===== src/core/sbcff_pkg.sv =====
// Constants and carrier types of the fault flag bank
package sbcff_pkg;

    // ==========================================================
    // Timing
    localparam int CLK_FREQ_MHZ = 40;
    localparam int T_QUAL_US = 100;
    localparam int QUAL_CYC = T_QUAL_US * CLK_FREQ_MHZ;
    localparam int T_RST_SHORT_MS = 100;
    localparam int RST_SHORT_CYC = T_RST_SHORT_MS * 1000 * CLK_FREQ_MHZ;

    // ==========================================================
    // Latched flag positions
    localparam int NUM_FLAGS = 12;
    localparam int FLG_AUX_LOW = 0;
    localparam int FLG_AUX_OC = 1;
    localparam int FLG_XCVR_THERMAL = 2;
    localparam int FLG_XCVR_UV = 3;
    localparam int FLG_XCVR_OC = 4;
    localparam int FLG_SENSE_LOW = 5;
    localparam int FLG_SUPPLY_UV = 6;
    localparam int FLG_CORE_OC_RUN = 7;
    localparam int FLG_CORE_THERMAL = 8;
    localparam int FLG_SHORT_RST = 9;
    localparam int FLG_SUPPLY_LOSS = 10;
    localparam int FLG_CORE_OC_LP = 11;
    // Flags that need the qualification delay before setting
    localparam logic [11:0] FILTER_MASK = 12'h8FB;

    // ==========================================================
    // Read commands and read data layout
    localparam logic [15:0] CMD_READ_REG_FLAGS = 16'hE100;
    localparam logic [15:0] CMD_READ_CAN_FLAGS = 16'hE180;
    localparam logic [15:0] CMD_READ_CAN_STATUS = 16'h2180;
    localparam int CAN_FLAGS_WAKE_BIT = 0;

    // ==========================================================
    // Reset values
    localparam logic WAKE_RX_RST = 1'b1;
    localparam logic [15:0] RD_DATA_RST = 16'h0000;

    // ==========================================================
    // Carriers
    typedef struct packed {
        logic core_rail_overcurrent_lp_flag;
        logic supply_loss_flag;
        logic short_reset_pulse_flag;
        logic core_rail_thermal_flag;
        logic core_rail_overcurrent_run_flag;
        logic supply_undervolt_flag;
        logic sense_input_low_flag;
        logic xcvr_supply_overcurrent_flag;
        logic xcvr_supply_undervolt_flag;
        logic xcvr_supply_thermal_flag;
        logic aux_rail_overcurrent_flag;
        logic aux_rail_low_flag;
    } sbcff_reg_flags_t;

    typedef struct packed {
        logic bus_wake_receiver_live_state;
        logic receiver_live_state;
        logic driver_live_state;
    } sbcff_can_live_t;

endpackage : sbcff_pkg


===== src/core/sbcff_sync.sv =====
// Two-stage synchroniser for asynchronous levels
`timescale 1ns/1ps
module sbcff_sync
    import sbcff_pkg::*;
#(
    parameter int WIDTH = 1,
    // Idle level of each input, so that no false edge follows reset
    parameter logic [WIDTH-1:0] RST_VAL = '0
)(
    // Clock and reset
    input wire logic ref_clk,
    input wire logic reset,
    // Levels
    input wire logic [WIDTH-1:0] async_in,
    output logic [WIDTH-1:0] sync_out
);
    logic [WIDTH-1:0] meta_reg;
    logic [WIDTH-1:0] stage_reg;

    always_ff @(posedge ref_clk)
    begin
        if (reset)
        begin
            meta_reg <= RST_VAL;
            stage_reg <= RST_VAL;
        end
        else
        begin
            meta_reg <= async_in;
            stage_reg <= meta_reg;
        end
    end

    assign sync_out = stage_reg;
endmodule : sbcff_sync


===== src/core/sbcff_flag_cell.sv =====
// One latched fault flag with optional qualification timer
`timescale 1ns/1ps
module sbcff_flag_cell
    import sbcff_pkg::*;
#(
    parameter bit FILTERED = 1'b1,
    parameter int QUAL = QUAL_CYC
)(
    // Clock and reset
    input wire logic ref_clk,
    input wire logic reset,
    // Condition and read
    input wire logic cond,
    input wire logic read_clr,
    // Flag
    output logic flag
);
    localparam int CW = $clog2(QUAL + 1);
    localparam logic [CW-1:0] QUAL_W = CW'(QUAL);

    logic [CW-1:0] cnt_reg;
    logic [CW-1:0] cnt_next;
    logic flag_reg;
    logic flag_next;
    logic set_now;

    // ==========================================================
    // Qualification and latch
    always_comb
    begin
        cnt_next = cnt_reg;
        if (!cond)
            cnt_next = '0;
        else if (cnt_reg != QUAL_W)
            cnt_next = cnt_reg + 1'b1;
        // Count equals QUAL only after QUAL cycles, so the set lands strictly past the time
        set_now = FILTERED ? (cond && cnt_reg == QUAL_W) : cond;
        // Set wins; a read only clears once the condition is gone
        flag_next = set_now | (flag_reg & ~(read_clr & ~cond));
    end

    always_ff @(posedge ref_clk)
    begin
        if (reset)
        begin
            cnt_reg <= '0;
            flag_reg <= 1'b0;
        end
        else
        begin
            cnt_reg <= cnt_next;
            flag_reg <= flag_next;
        end
    end

    assign flag = flag_reg;
endmodule : sbcff_flag_cell


===== src/core/sbcff_fault_flag_bank.sv =====
// Fault flag bank: latched supply and thermal flags, CAN live state and wake flag
// Notes on behaviour
// - Aux rail low flag sets after more than 100 us undervoltage; read-clears once recovered.
// - Aux rail overcurrent flag sets after more than 100 us; read-clears after current drops.
// - Transceiver supply thermal flag sets while hot; read-clears once cooled.
// - Transceiver supply undervoltage flag sets after more than 100 us; read-clears after recovery.
// - Transceiver supply overcurrent flag sets after more than 100 us; read-clears after recovery.
// - Sense input low flag sets after more than 100 us low; read-clears once above.
// - Supply undervoltage flag sets after more than 100 us; read-clears once above threshold.
// - In run mode, core rail overcurrent over 100 us sets flag; read-clears after.
// - Core rail thermal flag sets on thermal switch-off; read-clears once recovered.
// - Reset-pin low pulse shorter than 100 ms sets flag; read-clears after pulse ends.
// - Supply loss flag sets below battery-fail level; read-clears once above.
// - In low-power core-on mode, overcurrent over 100 us sets separate flag.
// - Driver live state is 1 when enabled, 0 when configured off or faulted.
// - CAN status read leaves driver, receiver and wake-receiver live bits unchanged.
// - Receiver live state is 1 when enabled, 0 when disabled by configuration.
// - Wake receiver live state follows host control and is enabled after reset.
// - CAN wake flag sets on detected bus wake; cleared when host reads it.
`timescale 1ns/1ps
module sbcff_fault_flag_bank
    import sbcff_pkg::*;
#(
    parameter int QUAL = QUAL_CYC,
    parameter int RST_SHORT = RST_SHORT_CYC
)(
    // Clock and reset
    input wire logic ref_clk,
    input wire logic reset,
    // Analog comparator levels, asynchronous
    input wire logic aux_rail_uv,
    input wire logic aux_rail_oc,
    input wire logic xcvr_supply_hot,
    input wire logic xcvr_supply_uv,
    input wire logic xcvr_supply_oc,
    input wire logic sense_input_below,
    input wire logic supply_below_low,
    input wire logic core_rail_oc,
    input wire logic core_rail_oc_lp,
    input wire logic core_rail_hot_off,
    input wire logic supply_below_batfail,
    // Pins, asynchronous
    input wire logic reset_pin_n,
    input wire logic can_wake_detect,
    // Operating mode, same clock
    input wire logic mode_run,
    input wire logic mode_low_power_core_on,
    // CAN configuration, same clock
    input wire logic can_driver_cfg_en,
    input wire logic can_txd_dom_fault,
    input wire logic can_receiver_cfg_en,
    input wire logic wake_rx_enable_set,
    input wire logic wake_rx_enable_clr,
    // Host read port, same clock
    input wire logic rd_strobe,
    input wire logic [15:0] rd_cmd,
    output logic rd_valid,
    output logic [15:0] rd_data,
    // Flag and state view
    output sbcff_reg_flags_t reg_flags,
    output logic can_wake_flag,
    output sbcff_can_live_t can_live
);
    localparam int RW = $clog2(RST_SHORT + 1);
    localparam logic [RW-1:0] RST_SHORT_W = RW'(RST_SHORT);

    // ==========================================================
    // Synchronisers
    logic [10:0] cond_async;
    logic [10:0] cond_sync;
    logic [1:0] pin_sync;
    logic reset_pin_s;
    logic wake_det_s;

    assign cond_async = {core_rail_oc_lp, supply_below_batfail, core_rail_hot_off, core_rail_oc,
                         supply_below_low, sense_input_below, xcvr_supply_oc, xcvr_supply_uv,
                         xcvr_supply_hot, aux_rail_oc, aux_rail_uv};

    sbcff_sync #(.WIDTH(11)) u_cond_sync (
        .ref_clk(ref_clk),
        .reset(reset),
        .async_in(cond_async),
        .sync_out(cond_sync)
    );

    // Reset pin flops start high, its idle level; a low start would fake a short pulse
    sbcff_sync #(.WIDTH(2), .RST_VAL(2'h1)) u_pin_sync (
        .ref_clk(ref_clk),
        .reset(reset),
        .async_in({can_wake_detect, reset_pin_n}),
        .sync_out(pin_sync)
    );
    assign reset_pin_s = pin_sync[0];
    assign wake_det_s = pin_sync[1];

    // ==========================================================
    // Read decode
    function automatic logic cmd_is(input logic [15:0] cmd, input logic [15:0] code);
        cmd_is = (cmd == code);
    endfunction : cmd_is

    logic rd_reg_flags;
    logic rd_can_flags;
    logic rd_can_status;

    assign rd_reg_flags = rd_strobe && cmd_is(rd_cmd, CMD_READ_REG_FLAGS);
    assign rd_can_flags = rd_strobe && cmd_is(rd_cmd, CMD_READ_CAN_FLAGS);
    // Status read has no side effect on any bit
    assign rd_can_status = rd_strobe && cmd_is(rd_cmd, CMD_READ_CAN_STATUS);

    // ==========================================================
    // Flag conditions
    logic [NUM_FLAGS-1:0] cond_vec;
    logic [NUM_FLAGS-1:0] flag_vec;

    always_comb
    begin
        cond_vec = '0;
        cond_vec[FLG_AUX_LOW] = cond_sync[0];
        cond_vec[FLG_AUX_OC] = cond_sync[1];
        cond_vec[FLG_XCVR_THERMAL] = cond_sync[2];
        cond_vec[FLG_XCVR_UV] = cond_sync[3];
        cond_vec[FLG_XCVR_OC] = cond_sync[4];
        cond_vec[FLG_SENSE_LOW] = cond_sync[5];
        cond_vec[FLG_SUPPLY_UV] = cond_sync[6];
        cond_vec[FLG_CORE_OC_RUN] = cond_sync[7] && mode_run;
        cond_vec[FLG_CORE_THERMAL] = cond_sync[8];
        cond_vec[FLG_SUPPLY_LOSS] = cond_sync[9];
        cond_vec[FLG_CORE_OC_LP] = cond_sync[10] && mode_low_power_core_on;
        // Short reset pulse is handled by its own detector below
        cond_vec[FLG_SHORT_RST] = 1'b0;
    end

    genvar gi;
    generate
        for (gi = 0; gi < NUM_FLAGS; gi++)
        begin : g_flag
            if (gi != FLG_SHORT_RST)
            begin : g_cell
                sbcff_flag_cell #(
                    .FILTERED(FILTER_MASK[gi]),
                    .QUAL(QUAL)
                ) u_cell (
                    .ref_clk(ref_clk),
                    .reset(reset),
                    .cond(cond_vec[gi]),
                    .read_clr(rd_reg_flags),
                    .flag(flag_vec[gi])
                );
            end
        end
    endgenerate

    // ==========================================================
    // Reset pin short pulse detector
    logic [RW-1:0] low_cnt_reg;
    logic [RW-1:0] low_cnt_next;
    logic pin_prev_reg;
    logic pin_prev_next;
    logic short_flag_reg;
    logic short_flag_next;
    logic pulse_end;

    always_comb
    begin
        pin_prev_next = reset_pin_s;
        low_cnt_next = low_cnt_reg;
        if (reset_pin_s)
            low_cnt_next = '0;
        else if (low_cnt_reg != RST_SHORT_W)
            low_cnt_next = low_cnt_reg + 1'b1;
        // Low phase counted from the synchronised pin; a pin held low through reset still counts
        pulse_end = reset_pin_s && !pin_prev_reg && low_cnt_reg != '0;
        short_flag_next = (pulse_end && low_cnt_reg < RST_SHORT_W)
                        | (short_flag_reg & ~(rd_reg_flags & reset_pin_s));
    end

    always_ff @(posedge ref_clk)
    begin
        if (reset)
        begin
            low_cnt_reg <= '0;
            pin_prev_reg <= 1'b1;
            short_flag_reg <= 1'b0;
        end
        else
        begin
            low_cnt_reg <= low_cnt_next;
            pin_prev_reg <= pin_prev_next;
            short_flag_reg <= short_flag_next;
        end
    end

    assign flag_vec[FLG_SHORT_RST] = short_flag_reg;

    // ==========================================================
    // CAN live state and wake flag
    sbcff_can_live_t live_reg;
    sbcff_can_live_t live_next;
    logic wake_rx_reg;
    logic wake_rx_next;
    logic wake_prev_reg;
    logic wake_flag_reg;
    logic wake_flag_next;
    logic wake_event;

    always_comb
    begin
        wake_rx_next = wake_rx_reg;
        if (wake_rx_enable_clr)
            wake_rx_next = 1'b0;
        else if (wake_rx_enable_set)
            wake_rx_next = 1'b1;
        live_next.driver_live_state = can_driver_cfg_en && !can_txd_dom_fault;
        live_next.receiver_live_state = can_receiver_cfg_en;
        live_next.bus_wake_receiver_live_state = wake_rx_reg;
        wake_event = wake_det_s && !wake_prev_reg;
        // A wake in the same cycle as the read is kept
        wake_flag_next = wake_event | (wake_flag_reg & ~rd_can_flags);
    end

    always_ff @(posedge ref_clk)
    begin
        if (reset)
        begin
            live_reg <= '0;
            wake_rx_reg <= WAKE_RX_RST;
            wake_prev_reg <= 1'b0;
            wake_flag_reg <= 1'b0;
        end
        else
        begin
            live_reg <= live_next;
            wake_rx_reg <= wake_rx_next;
            wake_prev_reg <= wake_det_s;
            wake_flag_reg <= wake_flag_next;
        end
    end

    // ==========================================================
    // Read data
    logic [15:0] rd_data_reg;
    logic [15:0] rd_data_next;
    logic rd_valid_reg;
    logic rd_valid_next;

    always_comb
    begin
        rd_data_next = rd_data_reg;
        rd_valid_next = rd_strobe;
        if (rd_reg_flags)
            rd_data_next = {4'h0, flag_vec};
        else if (rd_can_flags)
            rd_data_next = 16'(wake_flag_reg) << CAN_FLAGS_WAKE_BIT;
        else if (rd_can_status)
            rd_data_next = {13'h0000, live_reg};
        else if (rd_strobe)
            rd_data_next = RD_DATA_RST;
    end

    always_ff @(posedge ref_clk)
    begin
        if (reset)
        begin
            rd_data_reg <= RD_DATA_RST;
            rd_valid_reg <= 1'b0;
        end
        else
        begin
            rd_data_reg <= rd_data_next;
            rd_valid_reg <= rd_valid_next;
        end
    end

    assign rd_data = rd_data_reg;
    assign rd_valid = rd_valid_reg;
    assign reg_flags = sbcff_reg_flags_t'(flag_vec);
    assign can_wake_flag = wake_flag_reg;
    assign can_live = live_reg;
endmodule : sbcff_fault_flag_bank


===== config.mk =====
export PLATFORM = sky130hd
export DESIGN_NAME = sbcff_fault_flag_bank
export DESIGN_NICKNAME = d
export VERILOG_FILES = /design/src/core/sbcff_pkg.sv /design/src/core/sbcff_sync.sv /design/src/core/sbcff_flag_cell.sv /design/src/core/sbcff_fault_flag_bank.sv
export SDC_FILE = /design/constraint.sdc
export NUM_CORES = 1
export LEC_CHECK = 0
export ABC_CLOCK_PERIOD_IN_PS = 5400
export BUFFER_PORTS_ARGS = -buffer_cell sky130_fd_sc_hd__buf_2
export CORE_AREA = 2 2 179 181
export CTS_CLUSTER_SIZE = 20
export DETAILED_ROUTE_END_ITERATION = 8
export DIE_AREA = 0 0 181 183
export HOLD_SLACK_MARGIN = 0.06
export PLACE_DENSITY = 0.49
export SLEW_MARGIN = 20
export SYNTH_ARGS = -nofsm -noshare
export SYNTH_HDL_FRONTEND = slang
export SYNTH_HIERARCHICAL = 1
export SYNTH_SLANG_ARGS = --single-unit

===== constraint.sdc =====
create_clock -name ref_clk -period 5.4 [get_ports ref_clk]
set_clock_uncertainty 0.2 [all_clocks]
set_input_delay 1.08 -clock ref_clk [delete_from_list [all_inputs] [get_ports ref_clk]]
set_output_delay 1.08 -clock ref_clk [all_outputs]
set_load 0.1 [all_outputs]

==> flow_summary.json, run 1 <==
{
  "drt-vias-per-instance": 4.85,
  "port_buffers": 67,
  "area_growth_syn_to_layout_pct": 14.1,
  "hold_buffers": 0,
  "final_common_cell": "dfxtp_1",
  "p_sw_frac": 0.227,
  "cp-startpoint": "rd_cmd[14]",
  "ioPinCount": 72,
  "grt_max_degree": 76,
  "crit-reg2reg-launch": "low_cnt_reg[8]$_SDFFE_PP0N_",
  "arrival_ns": 2.88,
  "syn_area_um2": 8280,
  "nets": 1014,
  "r2r_cells": 4,
  "maxCapViolCount": 0,
  "yosys_warnings": 6,
  "critPathCapture": "g_flag[3].g_cell.u_cell/flag$_SDFF_PP0_",
  "p_per_area_nw_per_um2": 284,
  "setup_viol_count_final": 0,
  "p_int_mw": 2.07,
  "grt_pass1_wl_um": 31700,
  "path_clk_slew_ns": 0.06,
  "fin_crit_sh": 0.521,
  "syn_inst": 904,
  "pwr-share-comb": 0.040,
  "initial_core_util": 0.265,
  "cts_max_level": 4,
  "fin_crit_ns": 2.82,
  "firstDrtPassIters": 4,
  "status": "finished, final reports clean",
  "globalRouteOverflowTotal": 0,
  "synth-edff-count": 0,
  "finalHoldViolations": 0,
  "ff2ff_setup_slack_ns": 3.19,
  "hold_class": "flip-flop to flip-flop",
  "drtIter0Drc": 335,
  "worstMarginPinSlew_ns": 0.935,
  "layout_common_cells": "dfxtp_1 (176), a21oi_1 (86), buf_2 (66)",
  "worst_setup_path_start_kind": "input port",
  "cts_post_setup_buffers_inserted": 0,
  "max_freq_ghz": 0.355,
  "clockBufferDepth": 2,
  "antenna_found_initial": 0,
  "track_usage": 0.118,
  "syn_avg_cell_area_um2": 9.16,
  "p_clk_frac": 0.465,
  "antenna_cells": 0,
  "cp-end-kind": "flip-flop",
  "post_drt_wl_per_cell_um": 13.9,
  "die_area_um2": 33100,
  "cts_buffers": 17,
  "p_sw_mw": 0.607,
  "core_um2": 31200,
  "crit_fanout": 13,
  "cts_sinks": 176,
  "async_flop_share": 0,
  "ys_seq_area_frac": 0.426,
  "peakVddDrop_v": 0.000200,
  "power_mw": 2.68,
  "clock_latency_ns": 0.42,
  "yosysUniqueCellTypes": 55,
  "largest_reg_flops": 96,
  "rsz0062_at_grt": "false",
  "synth_flop_cell": "dfxtp_1",
  "cp.required_ns": 5.47,
  "fp.dieW_um": 181,
  "cts_tree": "built",
  "ys_ff_latch": 176,
  "root_buffer": "clkbuf_16",
  "power.leakage_nw": 2.96,
  "wl_um": 19100,
  "r2r-end": "low_cnt_reg[20]$_SDFFE_PP0N_",
  "cts_resized": 0,
  "rows": 65,
  "gp_congestion": 0.801,
  "vias": 6650,
  "grt_pass1_vias": 6110,
  "drtAntennaViolNets": 0,
  "die_h_um": 183,
  "slew_headroom": 0.375,
  "post-dp-hpwl_um": 13500,
  "drive_gt1_frac": 0.167,
  "tns_ns": 0,
  "worstSetupPathType": "input port to flip-flop",
  "slew_violations": 0,
  "seq_power_share": 0.494,
  "drc_errors": 0
}
[Yosys cell counts, types with 3 or more instances]
library cell | count | area, um^2
nor3b_1 | 10 | 75.1
nor2b_2 | 15 | 131
nor4bb_1 | 8 | 80.1
nand3_2 | 8 | 80.1
nand2b_1 | 14 | 87.6
inv_1 | 41 | 154
o21a_1 | 16 | 120
a21oi_1 | 86 | 430
and2_1 | 12 | 75.1
nand3_1 | 46 | 230
nor2b_1 | 19 | 119
nor3_1 | 46 | 230
or4_1 | 39 | 293
and4_1 | 11 | 96.3
or2b_2 | 8 | 70.1
nor4_1 | 10 | 62.6
or3_1 | 17 | 106
a31oi_1 | 17 | 106
nor2_1 | 26 | 97.6
nor4b_1 | 4 | 35.0
buf_4 | 15 | 113
nand4_1 | 24 | 150
a21oi_2 | 3 | 26.3
xnor2_1 | 16 | 140
clkbuf_1 | 9 | 33.8
nand2_1 | 34 | 128
or3_2 | 8 | 60.1
and3_1 | 3 | 18.8
ha_1 | 18 | 225
nand4_2 | 8 | 100
buf_6 | 12 | 135
o31ai_1 | 45 | 338
o21ai_0 | 24 | 120
xor2_1 | 17 | 149
nand4bb_1 | 8 | 90.1
dfxtp_1 | 176 | 3520
or3b_2 | 8 | 70.1
[worst max-delay path: stages]
cell	delay (ns)
buf_2	0.12
nand2_1	0.09
nor2_1	0.71
and2_1	0.58
inv_1	0.08
a21oi_1	0.15
nor3_1	0.06
[worst min path at each step]
stage / from / to / cells after the start
floorplan: u_pin_sync/meta_reg[0]$_SDFF_PP1_ / u_pin_sync/sync_out[0]$_SDFF_PP1_ / 1
global placement: u_pin_sync/meta_reg[0]$_SDFF_PP1_ / u_pin_sync/sync_out[0]$_SDFF_PP1_ / 1
detailed placement: u_pin_sync/meta_reg[0]$_SDFF_PP1_ / u_pin_sync/sync_out[0]$_SDFF_PP1_ / 1
CTS: u_pin_sync/meta_reg[0]$_SDFF_PP1_ / u_pin_sync/sync_out[0]$_SDFF_PP1_ / 1
global route: u_pin_sync/meta_reg[0]$_SDFF_PP1_ / u_pin_sync/sync_out[0]$_SDFF_PP1_ / 1
finish: u_pin_sync/meta_reg[0]$_SDFF_PP1_ / u_pin_sync/sync_out[0]$_SDFF_PP1_ / 1
[kinds of logic after synthesis]
group | count (synthesis) | synth area share
and+or+nand+nor | 397 | 0.311
xor gates and xnor gates | 33 | 0.0349
buffers and inverters | 78 | 0.0532
other | 1 | 0.000453
DFF | 176 | 0.426
adders and majority gates | 18 | 0.0272
AOI/OAI and AO/OA | 201 | 0.148
[layer usage]
| metal | routed length, um | track usage | vias up |
|---|---|---|---|
| met1 | 9600 | 0.162 | 3074 |
| met5 | 0 | 0 | - |
| met4 | 278 | 0.0319 | 0 |
| met2 | 8610 | 0.186 | 102 |
| met3 | 573 | 0.0278 | 16 |
| li1 | - | - | 3458 |
[layout make-up]
type                    instances  area [um^2]
flip-flops and latches        176         3520
repair buffers                 68          345
inverters                      41          154
fillers                      3335        21800
well taps                     402          503
clock inverters                 9          108
clock buffers                  22          484
multi-input cells             653         4330
[through the flow]
stage	instances	hold WS (ns)	utilization	worst slack (ns)	instance area [um^2]
after floorplan	907	0.183	-	2.50	8290
after global placement	1340	0.187	0.283	2.15	8850
after detailed placement	1340	0.194	0.283	2.08	8850
after CTS	1371	0.209	0.302	2.53	9440
after global routing	1371	0.220	0.302	2.34	9440
final	1371	0.205	0.302	2.58	9440
[power by group through the flow]
stage	Sequential [mW]	Combinational, mW	Clock, mW
2_1_floorplan	1.38	0.0554	0
3_3_place_gp	1.35	0.109	0
3_5_place_dp	1.35	0.110	0
4_1_cts	1.32	0.110	1.29
5_1_grt	1.33	0.118	1.34
6_report	1.32	0.108	1.25
Power figures use the tool's default switching activity.
==> run 2, diff against run 1 <==
- ABC_AREA: not set -> 1
- ABC_CLOCK_PERIOD_IN_PS: 5400 -> 2700
- CORE_AREA: 2 2 179 181 -> 2 2 182 184
- DIE_AREA: 0 0 181 183 -> 0 0 184 186
- clock period: 5.4 -> 2.7 ns (I/O delays scaled with it)
==> run 2 against run 1 <==
Against the previous run: utilization up 0.89 points; cell area up 6.2%; combinational power up 110%; cell count up 25%; largest power group unchanged; routed wire length down 1.8%; sequential power up 100%; hold slack worse by 0.10 ns; via count up 8.8%; global-route usage down 0.44 points; flip-flop and latch count unchanged; worst setup slack worse by 2.0 ns.
==> flow_summary.json, run 2 <==
{
  "largest_reg_flops": 96,
  "area_growth_syn_to_layout_pct": 16.9,
  "final_common_cell": "inv_1",
  "maxCapViolCount": 0,
  "crit_buf_inv": 1,
  "worstMarginPinSlew_ns": 0.529,
  "slew_headroom": 0.650,
  "ys_ff_latch": 176,
  "tns_ns": 0,
  "setup_viol_count_final": 0,
  "fin_crit_ns": 2.10,
  "wl_um": 18700,
  "yosys_warnings": 6,
  "syn_area_um2": 8580,
  "worstSetupPathType": "flip-flop to output port",
  "yosysTopAreaCell": "dfxtp_1",
  "max_freq_ghz": 0.476,
  "cp.required_ns": 1.96,
  "ys_seq_area_frac": 0.411,
  "cp-end-kind": "output port",
  "synth_top_area_share": 0.411,
  "r2r-end": "low_cnt_reg[20]$_SDFFE_PP0N_",
  "hold_path_depth": 2,
  "cts_max_level": 4,
  "die_h_um": 186,
  "cts_buffers": 17,
  "crit_fanout": 3,
  "nets": 1347,
  "cp_top_family": "buffers and inverters",
  "drtAntennaViolNets": 0,
  "holdPathEnd": "wake_rx_reg$_SDFFE_PP1P_",
  "slew_violations": 0,
  "fin_crit_sh": 0.778,
  "place_area_um2": 9400,
  "p_per_area_nw_per_um2": 544,
  "clock_latency_ns": 0.43,
  "cp_slowest_cell": "buf_2",
  "arrival_ns": 1.36,
  "track_usage": 0.114,
  "r2r_cells": 9,
  "drt-vias-per-instance": 4.23,
  "async_flop_share": 0,
  "synth_common_cells": "inv_1 (242), nand2_1 (241), dfxtp_1 (176)",
  "slowest_delay_ns": 0.48,
  "globalRouteOverflowTotal": 0,
  "synth_area_leaders": "dfxtp_1 (41%), inv_1 (11%), nand2_1 (11%)",
  "worst_setup_path_start_kind": "flip-flop",
  "post-dp-hpwl_um": 13900,
  "hold_class": "input port to flip-flop",
  "syn_avg_cell_area_um2": 7.11,
  "grt_max_degree": 21,
  "power.leakage_nw": 4.23,
  "post-route-cell-area_um2": 10000,
  "dp_cells": 1678,
  "finalHoldViolations": 0,
  "drtIter0Drc": 360,
  "path_clk_slew_ns": 0.07,
  "synth-edff-count": 0,
  "grt_pass1_vias": 6687,
  "vias": 7233,
  "worstHoldStart": "wake_rx_enable_clr",
  "crit-reg2reg-launch": "low_cnt_reg[0]$_SDFFE_PP0N_",
  "core_um2": 32200,
  "die_area_um2": 34200,
  "post_drt_wl_per_cell_um": 10.9,
  "stdcell_count": 1711,
  "cts_sinks": 176,
  "synth_most_common_cell": "inv_1",
  "grt_pass1_wl_um": 31500,
  "firstDrtPassIters": 5,
  "clockBufferDepth": 2,
  "rsz0062_at_grt": "false",
  "drive_gt1_frac": 0.134,
  "gp_congestion": 0.801,
  "ff2ff_setup_slack_ns": 0.93,
  "peakVddDrop_v": 0.000404,
  "synth_flop_cell": "dfxtp_1",
  "yosysUniqueCellTypes": 33,
  "antenna_found_initial": 0,
  "status": "finished, final reports clean",
  "initial_core_util": 0.266,
  "antenna_cells": 0,
  "drc_errors": 0,
  "ioPinCount": 72,
  "syn_inst": 1207,
  "root_buffer": "clkbuf_16",
  "port_buffers": 67,
  "layout_common_cells": "inv_1 (242), nand2_1 (241), dfxtp_1 (176)",
  "fp.dieW_um": 184,
  "cts_tree": "built",
  "path_cells": "buf_2",
  "rows": 66
}
## run 2: cell types whose count changed after synthesis, moves of 18 or more
| cell | previous run | this run |
|---|---|---|
| or4_1 | 39 | 0 |
| nand4_1 | 24 | 46 |
| o31ai_1 | 45 | 0 |
| o21ai_0 | 24 | 42 |
| inv_1 | 41 | 242 |
| nor3_1 | 46 | 8 |
| nor2_1 | 26 | 155 |
| nor2b_1 | 19 | 0 |
| nand2_1 | 34 | 241 |
| nor2_4 | 0 | 26 |
## run 2: timing repair
item | in CTS | in global routing
endpoints found under the setup margin | 0 | 0
setup buffers | 0 | 0
resized for setup | 0 | 0
hold buffers | 1 | 0
endpoints found under the hold margin | 1 | 0
## run 2: per-stage QoR
step / worst slack, ns / hold slack, ns / utilization / power, mW
2_1_floorplan: 0.197 / 0.187 / - / 2.86
3_3_place_gp: 0.607 / 0.192 / 0.292 / 2.93
3_5_place_dp: 0.594 / 0.194 / 0.292 / 2.93
4_1_cts: 0.537 / 0.0837 / 0.311 / 5.54
5_1_grt: 0.520 / 0.0914 / 0.311 / 5.67
6_report: 0.600 / 0.101 / 0.311 / 5.45
## run 2: cell type report
cell class                 count  area (um^2)
multi-input combinational    773         4050
timing repair buffer          75          400
inverter                     247          928
clock buffer                  17          425
tap                          408          510
sequential                   176         3520
clock inverter                15          191
fill                        3487        22200
## run 2: worst max-delay path by stage
stage                     depth (start not counted)  slack, ns                                        to                                    start
after global routing                              1       0.52                              reg_flags[0]  g_flag[0].g_cell.u_cell/flag$_SDFF_PP0_
after global placement                            8       0.61   g_flag[4].g_cell.u_cell/flag$_SDFF_PP0_                               rd_cmd[12]
after floorplan                                   7       0.20  g_flag[11].g_cell.u_cell/flag$_SDFF_PP0_                                rd_strobe
final                                             1       0.60                              reg_flags[0]  g_flag[0].g_cell.u_cell/flag$_SDFF_PP0_
after detailed placement                          7       0.59                  rd_data[10]$_SDFFE_PP0P_                               rd_cmd[12]
after CTS                                         1       0.54                              reg_flags[0]  g_flag[0].g_cell.u_cell/flag$_SDFF_PP0_
## run 2: report_power, final
| group | internal, mW | switching [mW] | total (mW) |
|---|---|---|---|
| combinational | 0.0606 | 0.165 | 0.226 |
| sequential | 2.62 | 0.0160 | 2.64 |
| clock | 1.42 | 1.17 | 2.58 |
## run 2: metal layers
| metal | vias up | GRT usage | part of all wire |
|---|---|---|---|
| met5 | - | 0 | 0 |
| met4 | 0 | 0.0307 | 0.0079 |
| met3 | 11 | 0.0309 | 0.047 |
| met2 | 100 | 0.181 | 0.43 |
| met1 | 3174 | 0.151 | 0.51 |
| li1 | 3948 | - | - |
## run 2: cells by family (layout without fill, tap and decap cells)
logic type | Yosys count | after routing | synth area share
AOI/OAI and AO/OA | 174 | 174 | 0.108
adders and majority gates | 18 | 18 | 0.0263
DFF | 176 | 176 | 0.411
buffers and inverters | 261 | 354 | 0.120
other | 1 | 4 | 0.000437
and+or+nand+nor | 575 | 575 | 0.333
xor gates and xnor gates | 2 | 2 | 0.00204
